### config.mk
export PLATFORM = sky130hd
export DESIGN_NAME = bcs_ctrl
export DESIGN_NICKNAME = d
export VERILOG_FILES = /design/src/hw/bcs_pkg.sv /design/src/hw/bcs_ctrl.sv
export VERILOG_INCLUDE_DIRS = /design/src /design/src/hw
export SDC_FILE = /design/constraint.sdc
export NUM_CORES = 1
export LEC_CHECK = 0
export BUFFER_PORTS_ARGS = -buffer_cell sky130_fd_sc_hd__buf_2
export CAP_MARGIN = 40
export CORE_ASPECT_RATIO = 0.6
export CORE_UTILIZATION = 62
export DETAILED_ROUTE_END_ITERATION = 12
export PLACE_DENSITY_LB_ADDON = 0.3
export SKIP_CTS_REPAIR_TIMING = 1
export SYNTH_ARGS = -nofsm -noshare
export SYNTH_HDL_FRONTEND = slang
export SYNTH_SLANG_ARGS = --single-unit
### constraint.sdc
create_clock -name pclk -period 6.6 [get_ports pclk]
set_input_delay 0.33 -clock pclk [delete_from_list [all_inputs] [get_ports pclk]]
set_output_delay 0.33 -clock pclk [all_outputs]
set_load 0.01 [all_outputs]
### src/hw/bcs_consts.svh
// constants for the boost converter soft-start sequencer
`ifndef BCS_CONSTS_SVH
`define BCS_CONSTS_SVH
`define BCS_ADDR_CTRL      12'h000
`define BCS_ADDR_STATUS    12'h004
`define BCS_ADDR_DAC       12'h008
`define BCS_ADDR_FAULTMASK 12'h00C
`define BCS_DAC_BITS       7
`define BCS_DAC_STEPS      128
`define BCS_DAC_STEP_UV    2244
`define BCS_DAC_MIN_MV     795
`define BCS_DAC_MAX_MV     1080
`define BCS_DAC_MAX_CODE   7'h7F
`define BCS_OVP_MV         1180
`define BCS_SKIP_MV        1090
`define BCS_OPEN_MV        1030
`define BCS_COMP_SKIP_MV   725
`define BCS_CLAMP_MAX_MV   1900
`define BCS_ILIM_MV        200
`define BCS_INPUT_OVERCURRENT_FLAG_MV        240
`define BCS_START_FREQ_PCT 25
`define BCS_START_ILIM_PCT 20
`define BCS_OPT_MIN_ON     48
`define BCS_TON_MIN_NS     100
`define BCS_CLK_NS         20
`define BCS_TON_MIN_CYC    ((`BCS_TON_MIN_NS + `BCS_CLK_NS - 1) / `BCS_CLK_NS)
`define BCS_CTRL_RST       32'h0000_0000
`define BCS_CTRL_EN_BIT    0
`define BCS_CTRL_CH_LSB    4
`endif

### src/hw/bcs_pkg.sv
// types for the boost converter soft-start sequencer
package bcs_pkg;
    typedef enum logic [2:0] {
        BCS_STANDBY, BCS_SOFTSTART, BCS_RUN, BCS_RECOVER
    } bcs_state_t;
    typedef struct packed {
        logic ovp;      // feedback at overvoltage level
        logic skip;     // feedback above skip level
        logic open_lvl; // feedback at open-detect level
        logic comp_low; // comp would fall below skip level
        logic ilim;     // sense at cycle limit level
        logic input_overcurrent_flag;     // sense at overcurrent level
        logic peak;     // peak current comparator tripped
    } bcs_cmp_t;
endpackage

### src/hw/bcs_ctrl.sv
// boost converter gate timing, soft-start sequencer and apb registers
`timescale 1ns/1ps
`include "bcs_consts.svh"

// Contract
// - gate on at switching clock rising edge
// - ignore turn-off during minimum on-time
// - peak trip after blanking ends the pulse
// - 7-bit reference dac code, 128 steps
// - feedback overvoltage raises fault, stops switching
// - feedback above skip level suppresses pulses
// - open fault only at open-detect level
// - low comp asserts pulse skip, halts
// - comp clamp ramps up, capped at ceiling
// - 200 mV limits, 240 mV faults, opens switch
// - bus variant starts on enable bit set
// - standalone variant sets enable at reset
// - start at 25% frequency, 20% limit
// - frequency and limit rise in steps
// - skip level ends soft-start, enables channels
// - dac steps down once dimming valid
// - optimize only with active long-on channels
// - overvoltage latches flag, drives fault pin
// - overcurrent latches flag, enters auto-recovery
// - enable cleared in recovery goes standby
module bcs_ctrl #(
    parameter int      SS_STEPS   = 4,     // soft-start steps
    parameter int      SS_DWELL   = 5000,  // cycles per step
    parameter int      DAC_DWELL  = 256,   // cycles per dac down step
    parameter bit      STANDALONE = 1'b0,  // enable bit set at reset
    parameter int      NCH        = 4      // channel count
) (
    input  wire logic              pclk,          // main clock
    input  wire logic              presetn,       // async reset, low
    input  wire logic              psel,          // apb select
    input  wire logic              penable,       // apb enable
    input  wire logic              pwrite,        // apb direction
    input  wire logic [11:0]       paddr,         // apb address
    input  wire logic [31:0]       pwdata,        // apb write data
    output logic      [31:0]       prdata,        // apb read data
    output logic                   pready,        // apb ready
    output logic                   pslverr,       // apb error
    input  wire logic              switching_clock, // switching clock pin
    input  wire bcs_pkg::bcs_cmp_t cmp_in,        // comparator outputs
    input  wire logic              dim_valid,     // valid dimming applied
    input  wire logic [NCH-1:0]    ch_on,         // channel currently on
    output logic                   gate_drive,    // low-side gate
    output logic                   pulse_skip,    // skip signal
    output logic                   line_switch_on, // input pmos on
    output logic                   fault_n,       // fault pin, low
    output logic [`BCS_DAC_BITS-1:0] dac_code,    // reference dac code
    output logic [7:0]             freq_pct,      // switching freq percent
    output logic [7:0]             ilim_pct,      // current limit percent
    output logic [7:0]             clamp_pct,     // comp clamp of ceiling
    output logic [NCH-1:0]         ch_enable      // channel enables
);
    import bcs_pkg::*;

    localparam int TON_CYC = `BCS_TON_MIN_CYC;
    localparam int SSW = $clog2(SS_DWELL + 1);
    localparam int DW  = $clog2(DAC_DWELL + 1);

    // three-stage sync of pins; second and third must agree
    logic [2:0] sw_sync_reg;
    logic [6:0] c1_reg, c2_reg, c3_reg;
    logic       sw_reg;
    bcs_cmp_t   cmp_reg;
    always_ff @(posedge pclk or negedge presetn) begin
        if (!presetn) begin
            sw_sync_reg <= 3'h0;
            c1_reg <= 7'h00;
            c2_reg <= 7'h00;
            c3_reg <= 7'h00;
        end else begin
            sw_sync_reg <= {sw_sync_reg[1:0], switching_clock};
            c1_reg <= cmp_in;
            c2_reg <= c1_reg;
            c3_reg <= c2_reg;
        end
    end
    always_ff @(posedge pclk or negedge presetn) begin
        if (!presetn) begin
            sw_reg  <= 1'b0;
            cmp_reg <= '0;
        end else begin
            if (sw_sync_reg[1] == sw_sync_reg[2])
                sw_reg <= sw_sync_reg[2];
            for (int i = 0; i < 7; i++)
                if (c2_reg[i] == c3_reg[i])
                    cmp_reg[i] <= c3_reg[i];
        end
    end
    logic sw_prev_reg;
    always_ff @(posedge pclk or negedge presetn) begin
        if (!presetn)
            sw_prev_reg <= 1'b0;
        else
            sw_prev_reg <= sw_reg;
    end
    wire sw_rise = sw_reg & ~sw_prev_reg;

    // registers
    logic [31:0] ctrl_reg;
    logic [1:0]  fmask_reg;
    logic        ovp_flag_reg, ocp_flag_reg;
    wire         wr_en = psel & penable & pwrite;
    wire         rd_sel_ok = (paddr == `BCS_ADDR_CTRL) || (paddr == `BCS_ADDR_STATUS) ||
                             (paddr == `BCS_ADDR_DAC) || (paddr == `BCS_ADDR_FAULTMASK);
    wire         st_wr = wr_en && paddr == `BCS_ADDR_STATUS;
    wire         dev_en = ctrl_reg[`BCS_CTRL_EN_BIT];
    wire [NCH-1:0] ch_cfg = ctrl_reg[`BCS_CTRL_CH_LSB +: NCH];
    bcs_state_t  state_reg, state_next;

    assign pready  = 1'b1;
    assign pslverr = psel & penable & ~rd_sel_ok;

    // ctrl register; standalone variant comes up enabled
    always_ff @(posedge pclk or negedge presetn) begin
        if (!presetn)
            ctrl_reg <= STANDALONE ? 32'h0000_0001 : `BCS_CTRL_RST;
        else if (wr_en && paddr == `BCS_ADDR_CTRL)
            ctrl_reg <= pwdata;
    end
    always_ff @(posedge pclk or negedge presetn) begin
        if (!presetn)
            fmask_reg <= 2'h0;
        else if (wr_en && paddr == `BCS_ADDR_FAULTMASK)
            fmask_reg <= pwdata[1:0];
    end

    // sticky fault flags, write one to clear; a new event wins
    always_ff @(posedge pclk or negedge presetn) begin
        if (!presetn) begin
            ovp_flag_reg <= 1'b0;
            ocp_flag_reg <= 1'b0;
        end else begin
            ovp_flag_reg <= cmp_reg.ovp | (ovp_flag_reg & ~(st_wr & pwdata[0]));
            ocp_flag_reg <= cmp_reg.input_overcurrent_flag | (ocp_flag_reg & ~(st_wr & pwdata[1]));
        end
    end
    assign fault_n = ~((ovp_flag_reg & ~fmask_reg[0]) | (ocp_flag_reg & ~fmask_reg[1]));

    // read mux
    always_comb begin
        prdata = 32'h0000_0000;
        case (paddr)
            `BCS_ADDR_CTRL:      prdata = ctrl_reg;
            `BCS_ADDR_STATUS:    prdata = {25'h0, cmp_reg.open_lvl & (state_reg == BCS_RUN),
                                           1'b0, state_reg, ocp_flag_reg, ovp_flag_reg};
            `BCS_ADDR_DAC:       prdata = {25'h0, dac_code};
            `BCS_ADDR_FAULTMASK: prdata = {30'h0, fmask_reg};
            default:             prdata = 32'h0000_0000;
        endcase
    end

    // soft-start step counter
    logic [7:0]     step_reg;
    logic [SSW-1:0] dwell_reg;
    wire crit = cmp_reg.ovp | cmp_reg.input_overcurrent_flag;
    wire dwell_done = (dwell_reg == SSW'(SS_DWELL - 1));
    always_ff @(posedge pclk or negedge presetn) begin
        if (!presetn) begin
            step_reg  <= 8'h00;
            dwell_reg <= '0;
        end else if (state_reg != BCS_SOFTSTART || crit) begin
            step_reg  <= 8'h00;
            dwell_reg <= '0;
        end else if (dwell_done) begin
            dwell_reg <= '0;
            if (step_reg < 8'(SS_STEPS))
                step_reg <= step_reg + 8'h01;
        end else begin
            dwell_reg <= dwell_reg + SSW'(1);
        end
    end

    // sequencer state
    always_comb begin
        state_next = state_reg;
        case (state_reg)
            BCS_STANDBY:   if (dev_en) state_next = BCS_SOFTSTART;
            BCS_SOFTSTART: begin
                if (!dev_en)          state_next = BCS_STANDBY;
                else if (crit)        state_next = BCS_RECOVER;
                else if (cmp_reg.skip) state_next = BCS_RUN;
            end
            BCS_RUN: begin
                if (!dev_en)   state_next = BCS_STANDBY;
                else if (crit) state_next = BCS_RECOVER;
            end
            BCS_RECOVER: begin
                if (!dev_en)   state_next = BCS_STANDBY;
                else if (!crit) state_next = BCS_SOFTSTART;
            end
            default: state_next = BCS_STANDBY;
        endcase
    end
    always_ff @(posedge pclk or negedge presetn) begin
        if (!presetn)
            state_reg <= BCS_STANDBY;
        else
            state_reg <= state_next;
    end

    // frequency, limit and clamp percentages follow the step
    function automatic logic [7:0] ramp_pct(input logic [7:0] base, input logic [7:0] st);
        logic [15:0] v;
        v = 16'(base) + 16'((16'(8'd100 - base) * 16'(st)) / 16'(SS_STEPS));
        return (v > 16'd100) ? 8'd100 : v[7:0];
    endfunction
    wire ss = (state_reg == BCS_SOFTSTART);
    assign freq_pct  = ss ? ramp_pct(8'(`BCS_START_FREQ_PCT), step_reg) : 8'd100;
    assign ilim_pct  = ss ? ramp_pct(8'(`BCS_START_ILIM_PCT), step_reg) : 8'd100;
    assign clamp_pct = ss ? ramp_pct(8'h00, step_reg) : 8'd100;
    assign line_switch_on = (state_reg == BCS_SOFTSTART) || (state_reg == BCS_RUN);
    assign ch_enable = (state_reg == BCS_RUN) ? ch_cfg : '0;

    // switching allowed; skip, comp low and overvoltage all block pulses
    wire sw_allow = line_switch_on & ~cmp_reg.ovp & ~cmp_reg.skip & ~cmp_reg.comp_low;
    assign pulse_skip = cmp_reg.comp_low;

    // gate pulse: on at rise, blanking, off on peak or cycle limit
    logic [7:0] blank_reg;
    logic       gate_reg;
    wire        off_req = cmp_reg.peak | cmp_reg.ilim;
    always_ff @(posedge pclk or negedge presetn) begin
        if (!presetn) begin
            gate_reg  <= 1'b0;
            blank_reg <= 8'h00;
        end else if (!sw_allow) begin
            gate_reg  <= 1'b0;
            blank_reg <= 8'h00;
        end else if (sw_rise) begin
            gate_reg  <= 1'b1;
            blank_reg <= 8'(TON_CYC);
        end else if (blank_reg != 8'h00) begin
            blank_reg <= blank_reg - 8'h01;
        end else if (off_req) begin
            gate_reg <= 1'b0;
        end
    end
    assign gate_drive = gate_reg;

    // on-time of each channel, saturated one above the minimum
    logic [NCH-1:0] long_on_reg;
    logic [5:0]     on_cnt_reg [NCH];
    always_ff @(posedge pclk or negedge presetn) begin
        if (!presetn) begin
            long_on_reg <= '0;
            for (int i = 0; i < NCH; i++)
                on_cnt_reg[i] <= 6'h00;
        end else begin
            for (int i = 0; i < NCH; i++) begin
                if (!ch_on[i]) begin
                    on_cnt_reg[i]  <= 6'h00;
                end else if (on_cnt_reg[i] <= 6'(`BCS_OPT_MIN_ON)) begin
                    on_cnt_reg[i] <= on_cnt_reg[i] + 6'h01;
                end
                long_on_reg[i] <= on_cnt_reg[i] > 6'(`BCS_OPT_MIN_ON);
            end
        end
    end
    wire [NCH-1:0] act = ch_on & ch_enable;
    wire opt_ok = (act != '0) && ((act & ~long_on_reg) == '0);

    // dac starts at top and rolls down while optimizing
    logic [DW-1:0] dac_dw_reg;
    logic [`BCS_DAC_BITS-1:0] dac_reg;
    always_ff @(posedge pclk or negedge presetn) begin
        if (!presetn) begin
            dac_reg    <= `BCS_DAC_MAX_CODE;
            dac_dw_reg <= '0;
        end else if (state_reg != BCS_RUN) begin
            dac_reg    <= `BCS_DAC_MAX_CODE;
            dac_dw_reg <= '0;
        end else if (dim_valid && opt_ok) begin
            if (dac_dw_reg == DW'(DAC_DWELL - 1)) begin
                dac_dw_reg <= '0;
                if (dac_reg != '0)
                    dac_reg <= dac_reg - 7'h01;
            end else begin
                dac_dw_reg <= dac_dw_reg + DW'(1);
            end
        end
    end
    assign dac_code = dac_reg;

    // checks
    property p_blank;
        @(posedge pclk) disable iff (!presetn)
        $rose(gate_reg) && sw_allow |=> gate_reg || !sw_allow;
    endproperty
    a_blank: assert property (p_blank) else $error("gate dropped in blanking");
    property p_on;
        @(posedge pclk) disable iff (!presetn)
        sw_rise && sw_allow |=> gate_reg;
    endproperty
    a_on: assert property (p_on) else $error("gate not on at edge");
    property p_off;
        @(posedge pclk) disable iff (!presetn)
        gate_reg && blank_reg == 8'h00 && off_req && !sw_rise |=> !gate_reg;
    endproperty
    a_off: assert property (p_off) else $error("gate not off at peak");
    property p_ovp;
        @(posedge pclk) disable iff (!presetn)
        cmp_reg.ovp |=> !gate_reg && ovp_flag_reg;
    endproperty
    a_ovp: assert property (p_ovp) else $error("overvoltage not handled");
    property p_skip;
        @(posedge pclk) disable iff (!presetn)
        pulse_skip |=> !gate_reg;
    endproperty
    a_skip: assert property (p_skip) else $error("switching during skip");
    property p_rec;
        @(posedge pclk) disable iff (!presetn)
        state_reg == BCS_RECOVER && !dev_en |=> state_reg == BCS_STANDBY;
    endproperty
    a_rec: assert property (p_rec) else $error("recovery not left");
    property p_start;
        @(posedge pclk) disable iff (!presetn)
        $rose(ss) |-> freq_pct == 8'(`BCS_START_FREQ_PCT) && ilim_pct == 8'(`BCS_START_ILIM_PCT);
    endproperty
    a_start: assert property (p_start) else $error("bad start levels");
    property p_ocp;
        @(posedge pclk) disable iff (!presetn)
        cmp_reg.input_overcurrent_flag && state_reg == BCS_RUN |=> state_reg == BCS_RECOVER && !line_switch_on;
    endproperty
    a_ocp: assert property (p_ocp) else $error("overcurrent not recovered");
    property p_dac;
        @(posedge pclk) disable iff (!presetn)
        !opt_ok |=> $stable(dac_reg) || state_reg != BCS_RUN;
    endproperty
    a_dac: assert property (p_dac) else $error("dac moved without optimizing");
    c_run: cover property (@(posedge pclk) disable iff (!presetn) state_reg == BCS_RUN);
    c_rec: cover property (@(posedge pclk) disable iff (!presetn) state_reg == BCS_RECOVER);
    c_dac: cover property (@(posedge pclk) disable iff (!presetn) $fell(dac_reg[0]));
endmodule

==> impl_metrics.py, run 1 <==
metrics = {
    "yosys": {
        "async_reset_ff_share_pct": 100.0,
        "synth_edf_count": 0,
        "ys_seq_area_share_pct": 40.89,
        "ys_warn_count": 0,
        "ys_seq_elements": 145,
        "netlist_instances": 873,
        "mappedNetlistArea_sq_mm": 0.008896,
        "avgSynthCellArea_sq_um": 10.19,
        "synth_flop_cell": "dfrtp_1",
        "synth.distinct_cells": 67,
    },
    "route": {
        "totalWireLength_mm": 19.94,
        "initialDrtViolationCount": 475,
        "route.detailed.drc": 0,
        "wl_per_cell_microns": 16.48,
        "ant_nets": 0,
        "vias": 6845,
        "dr.pass1.iters": 4,
        "vias_per_cell": 5.657,
    },
    "floorplanning": {
        "boundaryPins": 135,
        "row_count": 33,
        "die_h_microns": 94.79,
        "die_w_microns": 156.6,
        "start_util_pct": 64.31,
        "core_area_sq_mm": 0.01383,
        "dieArea_sq_mm": 0.01485,
    },
    "clock_tree": {
        "cts_buffer_depth": 2,
        "clock_sinks": 145,
        "clkTransAtPathRegs_ns": 0.06,
        "cts_buffers": 17,
        "insertion_delay_ns": 0.42,
        "root_buffer": "clkbuf_16",
        "htree_levels": 4,
        "cts_tree": "yes",
    },
    "cells_and_area": {
        "drive_above_1_share_pct": 21.81,
        "areaGrowthSynthToFinish_pct": 15.93,
        "nets": 1169,
        "layout.cells.non_filler": 1210,
        "final.fill_count": 971,
        "largest_reg_flops": 32,
        "final_core_util_pct": 74.56,
        "antenna_cells": 0,
    },
    "global_routing": {
        "grt_pass1_wl_mm": 32.84,
        "grt_usage_pct": 28.86,
        "antenna_found_initial": 0,
        "gr-total-overflow": 0,
        "grt_max_degree": 71,
        "grt_pass1_vias": 6532,
    },
    "critical_path": {
        "cp.arrival_ns": 5.13,
        "critPathKind": "reg -> out",
        "start_kind": "flip-flop",
        "setup.worst_path.end_class": "output port",
        "cp_max_fo": 8,
        "crit_required_ns": 6.27,
    },
    "timing": {
        "finClkSkew_ns": 0.008681,
        "rsz0062_at_grt": "no",
        "min_period_over_period_pct": 82.73,
        "setup_viol": 0,
        "final_max_slew_viol_count": 0,
        "fin_tns_setup_ns": 0,
        "clock.fmax_mhz": 183.1,
        "worstMarginPinSlew_ns": 0.9440,
        "finalHoldViolations": 0,
        "max_slew_margin_pct": 36.94,
        "finalCriticalPeriod_ns": 5.460,
    },
    "power": {
        "total_power_w": 0.001943,
        "cellLeakagePower_nw": 5.101,
        "pwr_density_cell_mw_per_mm2": 188.4,
        "peakVddDrop_mv": 0.1673,
    },
    "job": {
        "maxCapViolations": 0,
    },
    "placed_design": {
        "port_buffers": 128,
        "place_inst": 1177,
        "dpl.hpwl_mm": 14.60,
        "gp_congestion": 0.9216,
    },
    "hold_path": {
        "worstHoldPathType": "in -> reg",
    },
    "outcome": {
        "outcome": "complete, no violations",
    },
}
where the power goes:
group	switching (W)	internal, W	total [W]	leakage, nW
combinational	0.0000468	0.0000365	0.0000834	2.93
clock	0.000397	0.000535	0.000932	0.265
sequential	0.0000189	0.000909	0.000927	1.91
total	0.000462	0.00148	0.00194	5.10
worst max-delay path, stage by stage, from the launching register on:
cell,delay (ns)
dfrtp_1,0.53
ha_1,0.39
ha_1,0.28
inv_1,0.05
fa_1,0.52
inv_1,0.06
fa_1,0.46
ha_1,0.36
nand3_1,0.10
a21oi_2,0.07
or4_4,0.48
and4_4,0.21
a211o_1,0.29
a21o_1,0.24
or4_1,0.52
buf_2,0.15
cells in the mapped netlist (3+ instances only):
cell type / count / area [sq um]
nor3_1: 13 / 65.06
and4_1: 3 / 26.28
or4_1: 8 / 60.06
nor3b_1: 9 / 67.56
inv_1: 67 / 251.5
nand2b_1: 11 / 68.82
xnor2_1: 42 / 367.9
o21ai_0: 26 / 130.1
o211ai_1: 3 / 22.52
mux2_2: 32 / 360.4
or2_2: 4 / 25.02
a21oi_2: 4 / 35.03
nand2_1: 39 / 146.4
nor2_1: 67 / 251.5
o21a_1: 3 / 22.52
nand4_1: 10 / 62.56
maj3_1: 8 / 80.08
ha_1: 91 / 1139
and2_1: 44 / 275.3
a31oi_1: 9 / 56.30
or3_1: 10 / 62.56
o31ai_1: 3 / 22.52
nand3_1: 25 / 125.1
fa_1: 11 / 220.2
dfrtp_1: 138 / 3453
dfstp_2: 7 / 183.9
nor2b_1: 16 / 100.1
nor4_1: 6 / 37.54
and3_1: 19 / 118.9
a21oi_1: 44 / 220.2
mux2i_1: 13 / 130.1
xor2_1: 17 / 148.9
a21o_1: 5 / 37.54
o22ai_1: 3 / 18.77
clkbuf_1: 15 / 56.30
buf_2: 3 / 15.01
buf_4: 6 / 45.04
kinds of logic after synthesis:
kind of cell               synth area share, %
and+or+nand+nor                          18.09
xor gates and xnor gates                 5.809
adders and majority gates                16.17
buffers and inverters                    4.135
other                                  0.08442
muxes                                    6.273
DFF                                      40.89
AOI/OAI and AO/OA                        8.551
path summary, 6_finish.rpt:
kind	slack (ns)	from	depth (start not counted)	end
hold / removal	0.02	cmp_in[1]	1	c1_reg[1]
max in group asynchronous	4.94	presetn	4	cmp_reg[5]
setup / recovery	1.14	step_reg[4]	15	freq_pct[6]
hold reg to reg	0.35	c1_reg[2]	0	c2_reg[2]
setup reg to reg	3.49	state_reg[0]	8	dac_code[5]
min in group asynchronous	0.48	presetn	2	c3_reg[0]
cell usage in the layout (no fill, tap or decap), types with 4 or more instances in the layout:
| cell | instances |
|---|---|
| a21o_1 | 5 |
| a21oi_1 | 44 |
| a21oi_2 | 4 |
| a31oi_1 | 9 |
| and2_1 | 44 |
| and3_1 | 19 |
| buf_2 | 127 |
| clkbuf_16 | 17 |
| clkinvlp_4 | 5 |
| conb_1 | 6 |
| dfrtp_1 | 138 |
| dfstp_2 | 7 |
| fa_1 | 11 |
| ha_1 | 91 |
| inv_1 | 67 |
| inv_6 | 4 |
| maj3_1 | 8 |
| mux2_2 | 32 |
| mux2i_1 | 13 |
| nand2_1 | 39 |
| nand2b_1 | 11 |
| nand3_1 | 25 |
| nand4_1 | 10 |
| nor2_1 | 67 |
| nor2b_1 | 16 |
| nor3_1 | 12 |
| nor3b_1 | 9 |
| nor4_1 | 6 |
| o21ai_0 | 26 |
| or2_2 | 4 |
| or3_1 | 10 |
| or4_1 | 8 |
| xnor2_1 | 42 |
| xor2_1 | 17 |
per-stage QoR:
stage | area, sq um | setup WS [ns] | hold slack, ns
after floorplan | 8911 | 1.950 | 0.03441
after global placement | 9702 | 1.747 | 0.3343
after detailed placement | 9733 | 1.638 | 0.3347
after CTS | 10300 | 1.154 | -0.08006
after global routing | 10310 | 0.9281 | 0.006378
final | 10310 | 1.140 | 0.01908
routing by layer:
metal	vias up	share of wire [%]	global-route usage, %	routed length (microns)
li1	3295	-	-	-
met1	3281	49	42.41	9759
met2	249	44	43.71	8679
met3	20	6.3	5.645	1248
met4	0	1.3	7.761	253
met5	-	0	0	0
final cells by class:
class | count | area (sq um) | share of cell area (%)
Multi-Input combinational cell | 641 | 4911 | 47.62
Sequential cell | 145 | 3637 | 35.27
Timing Repair Buffer | 133 | 703.2 | 6.818
Clock buffer | 19 | 442.9 | 4.295
Inverter | 67 | 251.5 | 2.438
Tap cell | 192 | 240.2 | 2.329
Clock inverter | 13 | 127.6 | 1.237
(Power assumes the default switching activity.)
==> inputs of run 2 (changes only) <==
- CORE_UTILIZATION: 62 -> 58
- clock period: 6.6 -> 5.1 ns (I/O delays scaled with it)
==> run 2 against run 1 <==
  * Flip-flop and latch count stayed put
  * Via count increased by 0.34%
  * Clock-buffer cell count down 2
  * Final cell count grew 1.7%
  * Non-clock buffer count rose by 14
  * First-iteration DRC count is 12% lower
  * Sequential power grew 29%
  * Cell area up 1.8%
  * Routed wire length decreased by 0.24%
  * Critical path type unchanged
  * Critical endpoint is now freq_pct[5]
  * Largest power group unchanged
==> impl_metrics.py, run 2 (synthesis results as in run 1) <==
metrics = {
    "cells_and_area": {
        "largest_reg_flops": 32,
        "final_cell_mix": "dfrtp_1 (136), buf_2 (127), ha_1 (89)",
        "areaGrowthSynthToFinish_pct": 18.03,
        "layout.cells.non_filler": 1230,
        "final.fill_count": 1053,
        "nets": 1183,
        "final_core_util_pct": 71.34,
        "antenna_cells": 0,
        "drive_above_1_share_pct": 22.58,
        "final_common_cell": "dfrtp_1",
    },
    "floorplanning": {
        "core_area_sq_mm": 0.01472,
        "dieArea_sq_mm": 0.01585,
        "die_h_microns": 97.93,
        "die_w_microns": 161.9,
        "start_util_pct": 60.44,
        "row_count": 34,
        "boundaryPins": 135,
    },
    "placed_design": {
        "gp_congestion": 0.8754,
        "place_inst": 1187,
        "port_buffers": 128,
        "dpl.hpwl_mm": 14.93,
    },
    "critical_path": {
        "start_kind": "flip-flop",
        "setup.worst_path.end_class": "output port",
        "cp_max_fo": 7,
        "rrSetupSlack_ns": 2.48,
        "crit_required_ns": 4.85,
        "critPathKind": "reg -> out",
        "r2r_cells": 8,
        "cp.arrival_ns": 4.73,
    },
    "route": {
        "ant_nets": 0,
        "wl_per_cell_microns": 16.17,
        "vias": 6868,
        "totalWireLength_mm": 19.89,
        "vias_per_cell": 5.584,
        "dr.pass1.iters": 5,
        "route.detailed.drc": 0,
        "initialDrtViolationCount": 420,
    },
    "clock_tree": {
        "root_buffer": "clkbuf_16",
        "htree_levels": 4,
        "cts_tree": "yes",
        "clock_sinks": 145,
        "clkTransAtPathRegs_ns": 0.06,
        "cts_buffer_depth": 2,
        "insertion_delay_ns": 0.41,
        "cts_buffers": 17,
    },
    "timing": {
        "setup_viol": 0,
        "rsz0062_at_grt": "no",
        "finalCriticalPeriod_ns": 4.980,
        "min_period_over_period_pct": 97.65,
        "worstMarginPinSlew_ns": 0.8666,
        "fin_tns_setup_ns": 0,
        "finClkSkew_ns": 0.006916,
        "finalHoldViolations": 0,
        "fin_hold_ws_ns": 0.06490,
        "clock.fmax_mhz": 200.8,
        "final_max_slew_viol_count": 0,
        "max_slew_margin_pct": 41.78,
    },
    "global_routing": {
        "grt_usage_pct": 26.31,
        "grt_pass1_vias": 6520,
        "grt_pass1_wl_mm": 32.73,
        "antenna_found_initial": 0,
        "grt_max_degree": 76,
        "gr-total-overflow": 0,
    },
    "job": {
        "maxCapViolations": 0,
    },
    "power": {
        "pwr_density_cell_mw_per_mm2": 243.9,
        "cellLeakagePower_nw": 5.182,
        "peakVddDrop_mv": 0.2093,
    },
    "hold_path": {
        "worstHoldPathType": "in -> reg",
        "whs_path_depth": 2,
    },
    "outcome": {
        "outcome": "complete, no violations",
    },
}
==> run 2: changes by cell type in the layout (fill, tap and decap cells not counted), sizes merged <==
cell / change
bufinv: +1
dlygate4sd3: +8
clkbuf: -2
buf: +6
clkinvlp: -3
inv: +4
==> run 2: where the power goes <==
| group | switching, W | internal, W | leakage (nW) |
|---|---|---|---|
| Sequential | 0.0000248 | 0.00118 | 1.90 |
| Combinational | 0.0000625 | 0.0000526 | 2.99 |
| Clock | 0.000511 | 0.000734 | 0.287 |
==> run 2: worst max-delay path: stages (launching register included) <==
cell,delay (ns)
dfrtp_2,0.46
ha_1,0.33
ha_1,0.29
ha_1,0.29
fa_1,0.43
ha_1,0.38
a21oi_2,0.18
nor2b_1,0.11
or4_4,0.42
and4_4,0.22
a211o_1,0.29
a21o_1,0.21
or4_1,0.52
buf_2,0.15
==> run 2: area by class of cell <==
type,instances,area [sq um],area share [%]
flip-flops and latches,145,3640,34.66
well taps,198,247.7,2.359
inverters,67,251.5,2.395
repair buffers,147,832.0,7.924
multi-input cells,641,4936,47.01
clock buffers,17,425.4,4.051
clock inverters,15,167.7,1.597
==> run 2: per-layer routing <==
layer / global-route usage (%) / share of wire [%] / up-vias
met5: 0 / 0 / -
met4: 6.023 / 1.1 / 0
met3: 5.692 / 6.5 / 20
met2: 39.85 / 44 / 227
met1: 38.66 / 49 / 3303
li1: - / - / 3318
==> run 2: stage by stage <==
stage	area (sq um)	setup WS [ns]	total power, W
final	10500	0.1198	0.002561
after global routing	10500	0.002103	0.002646
after CTS	10370	-0.02861	0.002577
after detailed placement	9774	0.4141	0.001329
after global placement	9747	0.5056	0.001320
after floorplan	8911	0.5245	0.001260
==> run 2: worst paths after layout <==
check                                   from             to
worst min-delay path              pwdata[15]   ctrl_reg[15]
max in group asynchronous            presetn  dac_dw_reg[6]
worst min register to register     c1_reg[5]      c2_reg[5]
min in group asynchronous            presetn   ctrl_reg[31]
worst max register to register  dwell_reg[0]    step_reg[7]
worst max-delay path             step_reg[5]    freq_pct[5]
==> inputs of run 3 (changes only) <==
- BUFFER_PORTS_ARGS: -buffer_cell sky130_fd_sc_hd__buf_2 -> unset
- CORE_UTILIZATION: 58 -> 65
- DONT_BUFFER_PORTS: unset -> 1
- RECOVER_POWER: unset -> 25
- REMOVE_ABC_BUFFERS: unset -> 1
==> run 3 against run 2 <==
  * The run now ends with capacitance limit, slew limit left
  * Maximum frequency rose by 0.39%
  * Non-clock buffer count fell by 95
  * Sequential power barely moved
  * Largest power group is now sequential cells
  * Critical path type unchanged
  * Clock skew rose by 0.0017 ns
  * Critical path depth rose by 1
==> impl_metrics.py, run 3 (synthesis results as in run 1) <==
metrics = {
    "critical_path": {
        "critPathKind": "reg -> out",
        "cp_max_fo": 7,
        "crit_required_ns": 4.85,
        "setup.worst_path.end_class": "output port",
        "start_kind": "flip-flop",
        "cp.arrival_ns": 4.71,
    },
    "floorplanning": {
        "dieArea_sq_mm": 0.01417,
        "boundaryPins": 135,
        "die_w_microns": 153.0,
        "start_util_pct": 67.95,
        "core_area_sq_mm": 0.01309,
        "row_count": 32,
        "die_h_microns": 92.62,
    },
    "clock_tree": {
        "insertion_delay_ns": 0.41,
        "cts_buffer_depth": 2,
        "cts_buffers": 17,
        "clock_sinks": 145,
        "clkTransAtPathRegs_ns": 0.06,
        "cts_tree": "yes",
        "htree_levels": 4,
        "root_buffer": "clkbuf_16",
    },
    "hold_path": {
        "worstHoldPathType": "in -> reg",
    },
    "route": {
        "wl_per_cell_microns": 17.53,
        "dr.pass1.iters": 6,
        "totalWireLength_mm": 19.40,
        "vias": 6546,
        "ant_nets": 0,
        "initialDrtViolationCount": 513,
        "route.detailed.drc": 0,
        "vias_per_cell": 5.913,
    },
    "cells_and_area": {
        "final.fill_count": 776,
        "final_cell_mix": "dfrtp_1 (137), ha_1 (89), nor2_1 (67), inv_1 (67)",
        "nets": 1088,
        "multi_input_area_sq_mm": 0.004959,
        "drive_above_1_share_pct": 11.42,
        "final_core_util_pct": 77.29,
        "antenna_cells": 0,
        "final_common_cell": "dfrtp_1",
        "areaGrowthSynthToFinish_pct": 13.76,
        "largest_reg_flops": 32,
        "regArea_sq_mm": 0.003638,
    },
    "global_routing": {
        "antenna_found_initial": 0,
        "grt_pass1_vias": 6313,
        "grt_max_degree": 146,
        "grt_pass1_wl_mm": 30.78,
        "gr-total-overflow": 0,
        "grt_usage_pct": 27.54,
    },
    "placed_design": {
        "port_buffers": 0,
        "gp_congestion": 0.8780,
        "dpl.hpwl_mm": 13.83,
    },
    "timing": {
        "clock.fmax_mhz": 201.6,
        "max_slew_margin_pct": -133.1,
        "final_max_slew_viol_count": 146,
        "worstMarginPinSlew_ns": 3.496,
        "rsz0062_at_grt": "yes",
        "finalHoldViolations": 0,
        "setup_viol": 0,
        "min_period_over_period_pct": 97.27,
        "fin_tns_setup_ns": 0,
        "finClkSkew_ns": 0.008603,
        "finalCriticalPeriod_ns": 4.961,
    },
    "outcome": {
        "violations": "capacitance limit, slew limit",
        "outcome": "complete, but fails checks",
    },
    "power": {
        "peakVddDrop_mv": 0.1899,
        "cellLeakagePower_nw": 4.743,
        "pwr_density_cell_mw_per_mm2": 244.6,
    },
    "job": {
        "maxCapViolations": 1,
    },
}
-- run 3: worst max-delay path: stages, from the launching register on --
cell and delay (ns):
dfrtp_1 0.41, ha_4 0.26, ha_1 0.27, inv_1 0.05, fa_1 0.50, inv_1 0.05, fa_1 0.48, ha_4 0.28
nand3_1 0.08, a21oi_2 0.07, or4_4 0.49, and4_4 0.21, a211o_1 0.29, a21o_1 0.26, or4_4 0.59
-- run 3: per-stage QoR --
stage,total power (W),setup WS [ns],hold WS [ns],instances,instance area [sq um]
2_1_floorplan,0.001254,0.5245,-0.04059,853,8795
3_3_place_gp,0.001265,0.5334,-0.03778,1029,9057
3_5_place_dp,0.001271,0.4355,-0.03745,1030,9065
4_1_cts,0.002445,-0.01160,-0.4819,1062,9625
5_1_grt,0.002563,-0.07513,0.002069,1107,10120
6_report,0.002476,0.1391,0.02210,1107,10120
-- run 3: where the power goes --
group / total [W] / switching [W] / internal, W
registers: 0.00120 / 0.0000244 / 0.00118
logic: 0.000102 / 0.0000521 / 0.0000501
clock network: 0.00117 / 0.000521 / 0.000652
total: 0.00248 / 0.000597 / 0.00188
-- run 3: metal layers --
layer  up-vias  global-route usage (%)  wire (microns)
li1       3130                       -               -
met1      3182                   38.46            9233
met2       209                   43.68            9047
met3        25                   5.428             902
met4         0                   8.502             219
met5         -                       0               0
-- run 3: path summary, 6_finish.rpt --
| path | start | endpoint | slack (ns) | depth (start not counted) |
|---|---|---|---|---|
| setup / recovery | step_reg[4] | freq_pct[5] | 0.14 | 14 |
| hold / removal | pwdata[27] | ctrl_reg[27] | 0.02 | 1 |
| setup reg to reg | state_reg[0] | dac_code[5] | 2.39 | 9 |
| hold reg to reg | c1_reg[6] | c2_reg[6] | 0.35 | 0 |
| max in group asynchronous | presetn | step_reg[5] | 1.20 | 2 |
| min in group asynchronous | presetn | c1_reg[2] | 1.52 | 2 |
-- run 3: final cells by class --
cell class / instances / share of cell area [%]
timing repair buffer: 52 / 4.921
tap: 170 / 2.102
clock inverter: 14 / 1.199
inverter: 67 / 2.485
multi-input combinational: 641 / 49.00
clock buffer: 18 / 4.340
sequential: 145 / 35.95
